`src/hw/i2css_pkg.sv`:
```
// i2css_pkg: shared constants and types for the i2c slave status block
// assumes a 16-bit register port and one synchronous reset domain
package i2css_pkg;
    // register offsets
    localparam logic [15:0] OFS_BUS_STATUS    = 16'h4368;
    localparam logic [15:0] OFS_ACCESS_STATUS = 16'h436a;
    localparam logic [15:0] OFS_IRQ_ENABLE    = 16'h436c;
    localparam logic [15:0] OFS_CONTROL       = 16'h4360;
    localparam logic [15:0] OFS_TRANSMIT      = 16'h4362;
    localparam logic [15:0] OFS_RECEIVE       = 16'h4364;
    // bus status bit positions
    localparam int BIT_AGGREGATE = 7;
    localparam int BIT_UDF_OVF   = 5;
    localparam int BIT_BUS_FREE  = 4;
    localparam int BIT_MISMATCH  = 3;
    localparam int BIT_ASYNC     = 2;
    localparam int BIT_NAK       = 1;
    localparam int BIT_STOP      = 0;
    // access status bit positions
    localparam int BIT_RX_READY  = 4;
    localparam int BIT_TX_EMPTY  = 3;
    localparam int BIT_BUSY      = 2;
    localparam int BIT_SELECTED  = 1;
    localparam int BIT_DIRECTION = 0;
    // interrupt enable bit positions
    localparam int BIT_BUS_IEN   = 2;
    localparam int BIT_RX_IEN    = 1;
    localparam int BIT_TX_IEN    = 0;
    // control register layout, reset values and bits per byte
    localparam int BIT_ASYNC_EN  = 8;
    localparam logic [6:0]  RST_OWN_ADDR = 7'h00;
    localparam logic [15:0] RST_REG      = 16'h0000;
    localparam logic [3:0]  BITS_PER_BYTE = 4'h8;
    // sticky bus status flags
    typedef struct packed {
        logic udf_ovf;
        logic bus_free;
        logic mismatch;
        logic async_det;
        logic nak;
        logic stop;
    } i2css_flags_s;
    // engine states
    typedef enum logic [2:0] {
        ST_IDLE, ST_ADDR, ST_ADDR_ACK, ST_ADDR_NAK,
        ST_RX, ST_RX_ACK, ST_TX, ST_TX_ACK
    } i2css_state_e;
endpackage

```
`src/hw/i2css_top.sv`:
```
// i2css_top: i2c slave engine with status flags and interrupt requests
// assumes open-drain bus lines resolved outside, pins asynchronous to clock
// Behaviour
// - flag mismatch between driven and sampled data
// - sticky flags cleared only by writing one
// - no mismatch from own nak in async mode
// - async mode flags own address detection
// - async address detection answers with nak
// - nak flag records master nak after a sent byte
// - stop or restart while selected sets flag
// - bus irq is aggregate flag and enable
// - receive ready set on load, read clears
// - transmit empty set when sent, write clears
// - receive irq on receive load if enabled
// - transmit irq on shift load if enabled
// - busy on start or low line, stop clears
// - selected on own address outside async mode, stop clears
// - direction bit latched from address byte
// - enable register bits two to zero, reset zero
// - aggregate flag is or of sticky flags
//
// The address-and-strobe port was left to the implementer.
`timescale 1ns/100ps
module i2css_top (
    // clock and reset
    input  wire logic        clock,
    input  wire logic        sys_rst,
    // register port
    input  wire logic [15:0] reg_addr,
    input  wire logic [15:0] reg_wdata,
    input  wire logic        reg_wr,
    input  wire logic        reg_rd,
    output logic      [15:0] reg_rdata,
    // bus lines
    input  wire logic        bus_clock_line_in,
    input  wire logic        bus_data_line_in,
    output logic             bus_data_line_out,
    output logic             bus_data_line_oe,
    // bus free request event, already qualified
    input  wire logic        bus_free_req,
    // interrupt requests to the interrupt controller
    output logic             irq_bus_status,
    output logic             irq_receive,
    output logic             irq_transmit
);
    // pin synchronisers, third stage only for edge finding
    logic [2:0] scl_sync_r;
    logic [2:0] sda_sync_r;
    always_ff @(posedge clock) begin
        if (sys_rst) begin
            scl_sync_r <= 3'h7;
            sda_sync_r <= 3'h7;
        end else begin
            scl_sync_r <= {scl_sync_r[1:0], bus_clock_line_in};
            sda_sync_r <= {sda_sync_r[1:0], bus_data_line_in};
        end
    end

    // line events taken from stages two and three
    wire scl_now   = scl_sync_r[1];
    wire sda_now   = sda_sync_r[1];
    wire scl_rise  = scl_now & ~scl_sync_r[2];
    wire scl_fall  = ~scl_now & scl_sync_r[2];
    wire start_cnd = scl_now & scl_sync_r[2] & ~sda_now & sda_sync_r[2];
    wire stop_cnd  = scl_now & scl_sync_r[2] & sda_now & ~sda_sync_r[2];

    // register decode
    wire hit_bus  = reg_addr == i2css_pkg::OFS_BUS_STATUS;
    wire hit_acc  = reg_addr == i2css_pkg::OFS_ACCESS_STATUS;
    wire hit_ien  = reg_addr == i2css_pkg::OFS_IRQ_ENABLE;
    wire hit_ctl  = reg_addr == i2css_pkg::OFS_CONTROL;
    wire hit_trn  = reg_addr == i2css_pkg::OFS_TRANSMIT;
    wire hit_rcv  = reg_addr == i2css_pkg::OFS_RECEIVE;
    wire wr_bus   = reg_wr & hit_bus;
    wire wr_trn   = reg_wr & hit_trn;
    wire rd_rcv   = reg_rd & hit_rcv;

    // software registers
    logic [2:0]  ien_r;
    logic [6:0]  own_addr_r;
    logic        async_en_r;
    logic [7:0]  trn_data_r;
    always_ff @(posedge clock) begin
        if (sys_rst) begin
            ien_r      <= 3'h0;
            own_addr_r <= i2css_pkg::RST_OWN_ADDR;
            async_en_r <= 1'b0;
            trn_data_r <= 8'h00;
        end else begin
            if (reg_wr & hit_ien)
                ien_r <= reg_wdata[2:0];
            if (reg_wr & hit_ctl) begin
                own_addr_r <= reg_wdata[6:0];
                async_en_r <= reg_wdata[i2css_pkg::BIT_ASYNC_EN];
            end
            if (wr_trn)
                trn_data_r <= reg_wdata[7:0];
        end
    end

    // engine state
    i2css_pkg::i2css_state_e state_r, state_nxt;
    logic [3:0] cnt_r, cnt_nxt;
    logic [7:0] sh_r, sh_nxt;
    logic [7:0] rcv_data_r, rcv_data_nxt;
    logic       out_bit_r, out_bit_nxt;
    logic       drive_r, drive_nxt;
    logic       sel_r, sel_nxt;
    logic       dir_r, dir_nxt;
    logic       busy_r, busy_nxt;
    logic       rx_ready_r, tx_empty_r;
    i2css_pkg::i2css_flags_s flags_r;

    // events produced by the engine
    logic set_mis, set_async, set_nak, set_stop, set_uo;
    logic ev_rx_load, ev_tx_load, ev_tx_sent;

    // address match on the seven shifted bits
    wire addr_match = sh_r[7:1] == own_addr_r;
    wire last_bit   = cnt_r == i2css_pkg::BITS_PER_BYTE;

    // next state and events; start and stop override the byte phases
    always_comb begin
        state_nxt    = state_r;
        cnt_nxt      = cnt_r;
        sh_nxt       = sh_r;
        rcv_data_nxt = rcv_data_r;
        out_bit_nxt  = out_bit_r;
        drive_nxt    = drive_r;
        sel_nxt      = sel_r;
        dir_nxt      = dir_r;
        busy_nxt     = busy_r;
        set_mis      = 1'b0;
        set_async    = 1'b0;
        set_nak      = 1'b0;
        set_stop     = 1'b0;
        set_uo       = 1'b0;
        ev_rx_load   = 1'b0;
        ev_tx_load   = 1'b0;
        ev_tx_sent   = 1'b0;
        // line low or start marks the bus busy
        if (start_cnd | ~scl_now | ~sda_now)
            busy_nxt = 1'b1;
        // mismatch check while this end drives a bit
        if (scl_rise & drive_r & (sda_now != out_bit_r))
            set_mis = 1'b1;
        case (state_r)
            i2css_pkg::ST_ADDR: begin
                if (scl_rise) begin
                    sh_nxt  = {sh_r[6:0], sda_now};
                    cnt_nxt = cnt_r + 4'h1;
                end else if (scl_fall & last_bit) begin
                    cnt_nxt = 4'h0;
                    if (addr_match & async_en_r) begin
                        set_async   = 1'b1;
                        state_nxt   = i2css_pkg::ST_ADDR_NAK;
                        drive_nxt   = 1'b0;
                        out_bit_nxt = 1'b1;
                    end else if (addr_match) begin
                        sel_nxt     = 1'b1;
                        dir_nxt     = sh_r[0];
                        state_nxt   = i2css_pkg::ST_ADDR_ACK;
                        drive_nxt   = 1'b1;
                        out_bit_nxt = 1'b0;
                    end else begin
                        // released line stands for our nak
                        state_nxt   = i2css_pkg::ST_ADDR_NAK;
                        drive_nxt   = 1'b1;
                        out_bit_nxt = 1'b1;
                    end
                end
            end
            i2css_pkg::ST_ADDR_NAK: begin
                // other slave acking is no fault in async mode
                if (scl_rise & ~sda_now & async_en_r)
                    set_mis = 1'b0;
                if (scl_fall) begin
                    drive_nxt   = 1'b0;
                    out_bit_nxt = 1'b1;
                    state_nxt   = i2css_pkg::ST_IDLE;
                end
            end
            i2css_pkg::ST_ADDR_ACK, i2css_pkg::ST_TX_ACK: begin
                if (scl_rise & (state_r == i2css_pkg::ST_TX_ACK))
                    set_nak = sda_now;
                if (scl_fall) begin
                    cnt_nxt = 4'h0;
                    if (state_r == i2css_pkg::ST_TX_ACK & sda_now) begin
                        drive_nxt   = 1'b0;
                        out_bit_nxt = 1'b1;
                        state_nxt   = i2css_pkg::ST_IDLE;
                    end else if (dir_r) begin
                        ev_tx_load  = 1'b1;
                        set_uo      = tx_empty_r;
                        sh_nxt      = {trn_data_r[6:0], 1'b0};
                        out_bit_nxt = trn_data_r[7];
                        drive_nxt   = 1'b1;
                        cnt_nxt     = 4'h1;
                        state_nxt   = i2css_pkg::ST_TX;
                    end else begin
                        drive_nxt   = 1'b0;
                        out_bit_nxt = 1'b1;
                        state_nxt   = i2css_pkg::ST_RX;
                    end
                end
            end
            i2css_pkg::ST_RX: begin
                if (scl_rise) begin
                    sh_nxt  = {sh_r[6:0], sda_now};
                    cnt_nxt = cnt_r + 4'h1;
                end else if (scl_fall & last_bit) begin
                    rcv_data_nxt = sh_r;
                    ev_rx_load   = 1'b1;
                    set_uo       = rx_ready_r;
                    drive_nxt    = 1'b1;
                    out_bit_nxt  = 1'b0;
                    cnt_nxt      = 4'h0;
                    state_nxt    = i2css_pkg::ST_RX_ACK;
                end
            end
            i2css_pkg::ST_RX_ACK: begin
                if (scl_fall) begin
                    drive_nxt   = 1'b0;
                    out_bit_nxt = 1'b1;
                    state_nxt   = i2css_pkg::ST_RX;
                end
            end
            i2css_pkg::ST_TX: begin
                if (scl_fall & last_bit) begin
                    ev_tx_sent  = 1'b1;
                    drive_nxt   = 1'b0;
                    out_bit_nxt = 1'b1;
                    state_nxt   = i2css_pkg::ST_TX_ACK;
                end else if (scl_fall) begin
                    out_bit_nxt = sh_r[7];
                    sh_nxt      = {sh_r[6:0], 1'b0};
                    cnt_nxt     = cnt_r + 4'h1;
                end
            end
            default: ;
        endcase
        // restart or stop resets the transfer process
        if (start_cnd | stop_cnd) begin
            set_stop    = sel_r;
            sel_nxt     = 1'b0;
            drive_nxt   = 1'b0;
            out_bit_nxt = 1'b1;
            cnt_nxt     = 4'h0;
            state_nxt   = start_cnd ? i2css_pkg::ST_ADDR : i2css_pkg::ST_IDLE;
        end
        if (stop_cnd)
            busy_nxt = 1'b0;
    end

    // engine registers
    always_ff @(posedge clock) begin
        if (sys_rst) begin
            state_r    <= i2css_pkg::ST_IDLE;
            cnt_r      <= 4'h0;
            sh_r       <= 8'h00;
            rcv_data_r <= 8'h00;
            out_bit_r  <= 1'b1;
            drive_r    <= 1'b0;
            sel_r      <= 1'b0;
            dir_r      <= 1'b0;
            busy_r     <= 1'b0;
        end else begin
            state_r    <= state_nxt;
            cnt_r      <= cnt_nxt;
            sh_r       <= sh_nxt;
            rcv_data_r <= rcv_data_nxt;
            out_bit_r  <= out_bit_nxt;
            drive_r    <= drive_nxt;
            sel_r      <= sel_nxt;
            dir_r      <= dir_nxt;
            busy_r     <= busy_nxt;
        end
    end

    // write-one clear mask for sticky flags, zero bits keep the flag
    function automatic logic keep(input logic f, input int b);
        keep = f & ~(wr_bus & reg_wdata[b]);
    endfunction

    // sticky flags: a set in the clearing cycle wins
    i2css_pkg::i2css_flags_s flags_nxt;
    always_comb begin
        flags_nxt.udf_ovf   = set_uo | keep(flags_r.udf_ovf, i2css_pkg::BIT_UDF_OVF);
        flags_nxt.bus_free  = bus_free_req
                            | keep(flags_r.bus_free, i2css_pkg::BIT_BUS_FREE);
        flags_nxt.mismatch  = set_mis | keep(flags_r.mismatch, i2css_pkg::BIT_MISMATCH);
        flags_nxt.async_det = set_async | keep(flags_r.async_det, i2css_pkg::BIT_ASYNC);
        flags_nxt.nak       = set_nak | keep(flags_r.nak, i2css_pkg::BIT_NAK);
        flags_nxt.stop      = set_stop | keep(flags_r.stop, i2css_pkg::BIT_STOP);
    end

    // data flags: hardware set beats software clear
    wire rx_ready_nxt = ev_rx_load | (rx_ready_r & ~rd_rcv);
    wire tx_empty_nxt = ev_tx_sent | (tx_empty_r & ~wr_trn);
    wire aggregate    = |flags_r;

    always_ff @(posedge clock) begin
        if (sys_rst) begin
            flags_r    <= '0;
            rx_ready_r <= 1'b0;
            tx_empty_r <= 1'b0;
        end else begin
            flags_r    <= flags_nxt;
            rx_ready_r <= rx_ready_nxt;
            tx_empty_r <= tx_empty_nxt;
        end
    end

    // read mux, reserved bits and unmapped offsets read zero
    wire [15:0] bus_word = {8'h00, aggregate, 1'b0, flags_r.udf_ovf,
                            flags_r.bus_free, flags_r.mismatch,
                            flags_r.async_det, flags_r.nak, flags_r.stop};
    wire [15:0] acc_word = {11'h000, rx_ready_r, tx_empty_r, busy_r, sel_r, dir_r};
    wire [15:0] ctl_word = {7'h00, async_en_r, 1'b0, own_addr_r};
    logic [15:0] rd_sel;
    always_comb begin
        if (hit_bus)
            rd_sel = bus_word;
        else if (hit_acc)
            rd_sel = acc_word;
        else if (hit_ien)
            rd_sel = {13'h0000, ien_r};
        else if (hit_ctl)
            rd_sel = ctl_word;
        else if (hit_trn)
            rd_sel = {8'h00, trn_data_r};
        else if (hit_rcv)
            rd_sel = {8'h00, rcv_data_r};
        else
            rd_sel = 16'h0000;
    end

    // registered outputs; data is driven low only, never high
    always_ff @(posedge clock) begin
        if (sys_rst) begin
            reg_rdata         <= 16'h0000;
            bus_data_line_out <= 1'b0;
            bus_data_line_oe  <= 1'b0;
            irq_bus_status    <= 1'b0;
            irq_receive       <= 1'b0;
            irq_transmit      <= 1'b0;
        end else begin
            reg_rdata         <= reg_rd ? rd_sel : 16'h0000;
            bus_data_line_out <= 1'b0;
            bus_data_line_oe  <= drive_nxt & ~out_bit_nxt;
            irq_bus_status    <= (|flags_nxt) & ien_r[i2css_pkg::BIT_BUS_IEN];
            irq_receive       <= ev_rx_load & ien_r[i2css_pkg::BIT_RX_IEN];
            irq_transmit      <= ev_tx_load & ien_r[i2css_pkg::BIT_TX_IEN];
        end
    end
endmodule

```
`config.mk`:
```
export PLATFORM = sky130hd
export DESIGN_NAME = i2css_top
export DESIGN_NICKNAME = d
export VERILOG_FILES = /design/src/hw/i2css_pkg.sv /design/src/hw/i2css_top.sv
export SDC_FILE = /design/constraint.sdc
export NUM_CORES = 1
export LEC_CHECK = 0
export ABC_CLOCK_PERIOD_IN_PS = 3050
export BUFFER_PORTS_ARGS = -buffer_cell sky130_fd_sc_hd__buf_2
export CORE_MARGIN = 2
export CORE_UTILIZATION = 50
export DETAILED_ROUTE_END_ITERATION = 16
export HOLD_SLACK_MARGIN = 0.1
export PLACE_DENSITY = 0.79
export SLEW_MARGIN = 20
export SYNTH_ARGS = -nofsm -noshare
export SYNTH_HDL_FRONTEND = slang
export SYNTH_SLANG_ARGS = --single-unit
```
`constraint.sdc`:
```
create_clock -name clock -period 3.05 [get_ports clock]
set_input_delay 0.61 -clock clock [delete_from_list [all_inputs] [get_ports clock]]
set_output_delay 0.61 -clock clock [all_outputs]
set_load 0.03 [all_outputs]
```
==> impl_metrics.tcl <==
set metrics [dict create \
    status "finished clean" \
    yosys.area.top_type_share_pct 39.27 \
    synth_edf_count 0 \
    leakage_nw 1.637 \
    crit_path_start_kind "primary input" \
    cts_root_buf "clkbuf_8" \
    multiInputGateArea_um2 2117 \
    max_slew_margin_pct 52.42 \
    syn_area_um2 3772 \
    antenna_found_initial 0 \
    fin_crit_sh_pct 80.59 \
    clk_pin_slew_ns 0.07 \
    r2r-start "state_r[1]" \
    reg2reg_depth 7 \
    critPathCapture "irq_bus_status" \
    switchingPower_w 0.0004756 \
    comb_power_share_pct 7.7 \
    grt_overflow_total 0 \
    routabilityCongestion 0.9297 \
    syn_area_per_cell_um2 7.959 \
    rr_endpoint "irq_bus_status" \
    synth_cells 474 \
    synth-async-reset-ratio_pct 0 \
    skew_ns 0.01555 \
    wl_met1_um 4129 \
    fin_setup_tns_ns 0 \
    dieArea_um2 8256 \
    grt_pass1_wl_um 16550 \
    ir_drop_uv 265.6 \
    wl_per_cell_um 16.34 \
    rsz0062_at_grt "no" \
    htreeDepth 3 \
    final_nets 554 \
    crit_arrival_ns 2.66 \
    grt_start_max_net_pins 41 \
    drive_gt1_share_pct 17.37 \
    die_y_um 90.86 \
    drcViolationCount 0 \
    clkPwrFrac_pct 42.3 \
    initial_core_util_pct 51.73 \
    cts.sinks 74 \
    vias 3738 \
    hpwl_um 7122 \
    synth-seq-cells 74 \
    dp_cells 601 \
    io_pins 60 \
    ys_types 60 \
    netSwitchingFraction_pct 23.91 \
    seq_power_share_pct 50.0 \
    cts_buffers 9 \
    grt_pass1_vias 3415 \
    cts_buffer_depth 2 \
    rows 31 \
    yosys_warnings 0 \
    drt-pass1-iter-count 5 \
    n_antenna_cell 0 \
    path_class "in -> reg" \
    wl_met3_um 988 \
    routed_wl_um 10080 \
    cts_tree "yes" \
    cp.required_ns 3.26 \
    met2_wirelength_um 4678 \
    area_delta_synth_final_pct 13.40 \
    path_max_fanout 4 \
    rrSetupSlack_ns 0.60 \
    yosysTopAreaCell "dfxtp_1" \
    hold_depth 1 \
    ctsHoldBuffers 0 \
    synth_ff_type "dfxtp_1" \
    fmax_mhz 406.9 \
    critPathLaunch "reg_addr[10]" \
    antenna_left 0 \
    coreArea_um2 7292 \
    p_int_w 0.001514 \
    cap_violations 0 \
    fill_cells 663 \
    hold_class "reg -> reg" \
    powerDensity_nw_per_um2 465.1 \
    setup_viol 0 \
    hold_viol 0 \
    cts_resized 0 \
    seq_area_um2 1481 \
    port_buffers 44 \
    slew_violations 0 \
    post-route-min-period_ns 2.458 \
    drtIter0Drc 361 \
    insertion_delay_ns 0.35 \
    worst_pin_slew_ns 0.7127 \
    fp.dieW_um 90.86 \
    viasPerCell 6.058 \
    grtUsageTotal_pct 25.01 \
    top_layer "met4" \
    seq_area_frac_synth_pct 39.27 \
    cts_setup_buffers 0 \
    endpoint_kind "flip-flop" \
    synthTopCellsByArea "dfxtp_1 39%, a21oi_1 6.4%, nand2_1 5.6%" \
    final_cells 617 \
]
## logic make-up after synthesis
logic type / count (synthesis) / share of synthesized area, %
adders and majority gates: 3 / 0.9286
buffers and inverters: 43 / 5.307
xor gates and xnor gates: 8 / 1.857
AOI/OAI and AO/OA: 131 / 22.16
and+or+nand+nor: 204 / 27.70
DFF: 74 / 39.27
other: 1 / 0.09941
muxes: 10 / 2.687
## cell type report
type	instances	share of cell area, %
Clock buffer	11	3.305
Multi-Input combinational cell	364	49.49
Tap cell	99	2.896
Sequential cell	74	34.63
Clock inverter	5	1.813
Inverter	9	0.7897
Timing Repair Buffer	55	7.078
## per-layer routing
layer  vias to the layer above  GRT usage (%)
met1                      1741          30.77
li1                       1764              -
met5                         -              0
met4                         0          10.86
met3                        31          7.262
met2                       202          40.73
## power groups by stage
stage | clock network (W) | logic (W) | registers [W]
floorplan | 0 | 0.000110 | 0.00101
global placement | 0 | 0.000146 | 0.00102
detailed placement | 0 | 0.000149 | 0.00102
CTS | 0.000853 | 0.000150 | 0.000994
global route | 0.000889 | 0.000169 | 0.000996
finish | 0.000842 | 0.000153 | 0.000995
## worst min-delay path by stage
stage	startpoint	endpoint	slack (ns)
after global placement	sda_sync_r[0]	sda_sync_r[1]	0.39
after CTS	sda_sync_r[0]	sda_sync_r[1]	0.43
after floorplan	scl_sync_r[0]	scl_sync_r[1]	0.39
after detailed placement	sda_sync_r[0]	sda_sync_r[1]	0.41
final	sda_sync_r[0]	sda_sync_r[1]	0.42
after global routing	sda_sync_r[0]	sda_sync_r[1]	0.44
## stage by stage
step | hold WS (ns) | power [W] | util [%] | instance area, um2 | setup WS, ns
CTS | 0.4281 | 0.001997 | 58.67 | 4278 | 0.7036
floorplan | 0.3895 | 0.001119 | - | 3799 | 0.6598
global placement | 0.3939 | 0.001162 | 55.66 | 4059 | 0.4153
global route | 0.4391 | 0.002054 | 58.67 | 4278 | 0.4635
detailed placement | 0.4123 | 0.001166 | 55.66 | 4059 | 0.3697
finish | 0.4226 | 0.001990 | 58.67 | 4278 | 0.5921
## placed cells by master (no fill, tap or decap), types with 4 or more instances in the layout
cell type	Yosys	layout
buf_4	8	11
a221oi_1	5	5
nand2b_1	12	12
dfxtp_1	74	74
a31oi_1	5	5
nand2_1	56	56
a21oi_1	48	48
clkbuf_8	0	10
nor3_1	9	9
buf_2	7	44
a211oi_1	4	4
a311oi_1	7	7
mux2i_1	9	9
nand3_1	23	23
conb_1	1	8
nor2_1	53	53
xor2_1	8	8
o21ai_0	27	27
nor2b_1	9	9
nand3b_1	4	4
or2_2	8	8
a21o_1	5	5
o22ai_1	5	5
nor3b_1	4	4
inv_1	9	9
## flip-flops by register name, summed over array words and instances (netlist names), 4 cells and up
name        count
bus_word        6
cnt_r           4
own_addr_r      7
rcv_data_r      8
reg_rdata       9
sh_r            8
trn_data_r      8
## Yosys cell counts, types with 3 or more instances
cell type,number
mux2i_1,9
nor2_1,53
a211oi_1,4
buf_4,8
nand3_1,23
xor2_1,8
nor2b_1,9
a21o_1,5
nor3b_1,4
nand2_1,56
o22ai_1,5
nand2b_1,12
inv_1,9
or2_2,8
and3_1,3
dfxtp_1,74
o21ba_2,3
a21oi_1,48
nand3b_1,4
a221oi_1,5
a311oi_1,7
nor4_1,3
o21ai_0,27
nor3_1,9
buf_2,7
a32oi_1,3
a22oi_1,3
clkbuf_1,19
a31oi_1,5
## critical path, cell delays in order
cell and delay (ns):
buf_2 0.09, or4_4 0.55, nor3_2 0.17, nand3_1 0.22, a211oi_1 0.41, nor4b_1 0.42
a41oi_1 0.19
No activity file was read; power rests on OpenSTA's default activity.
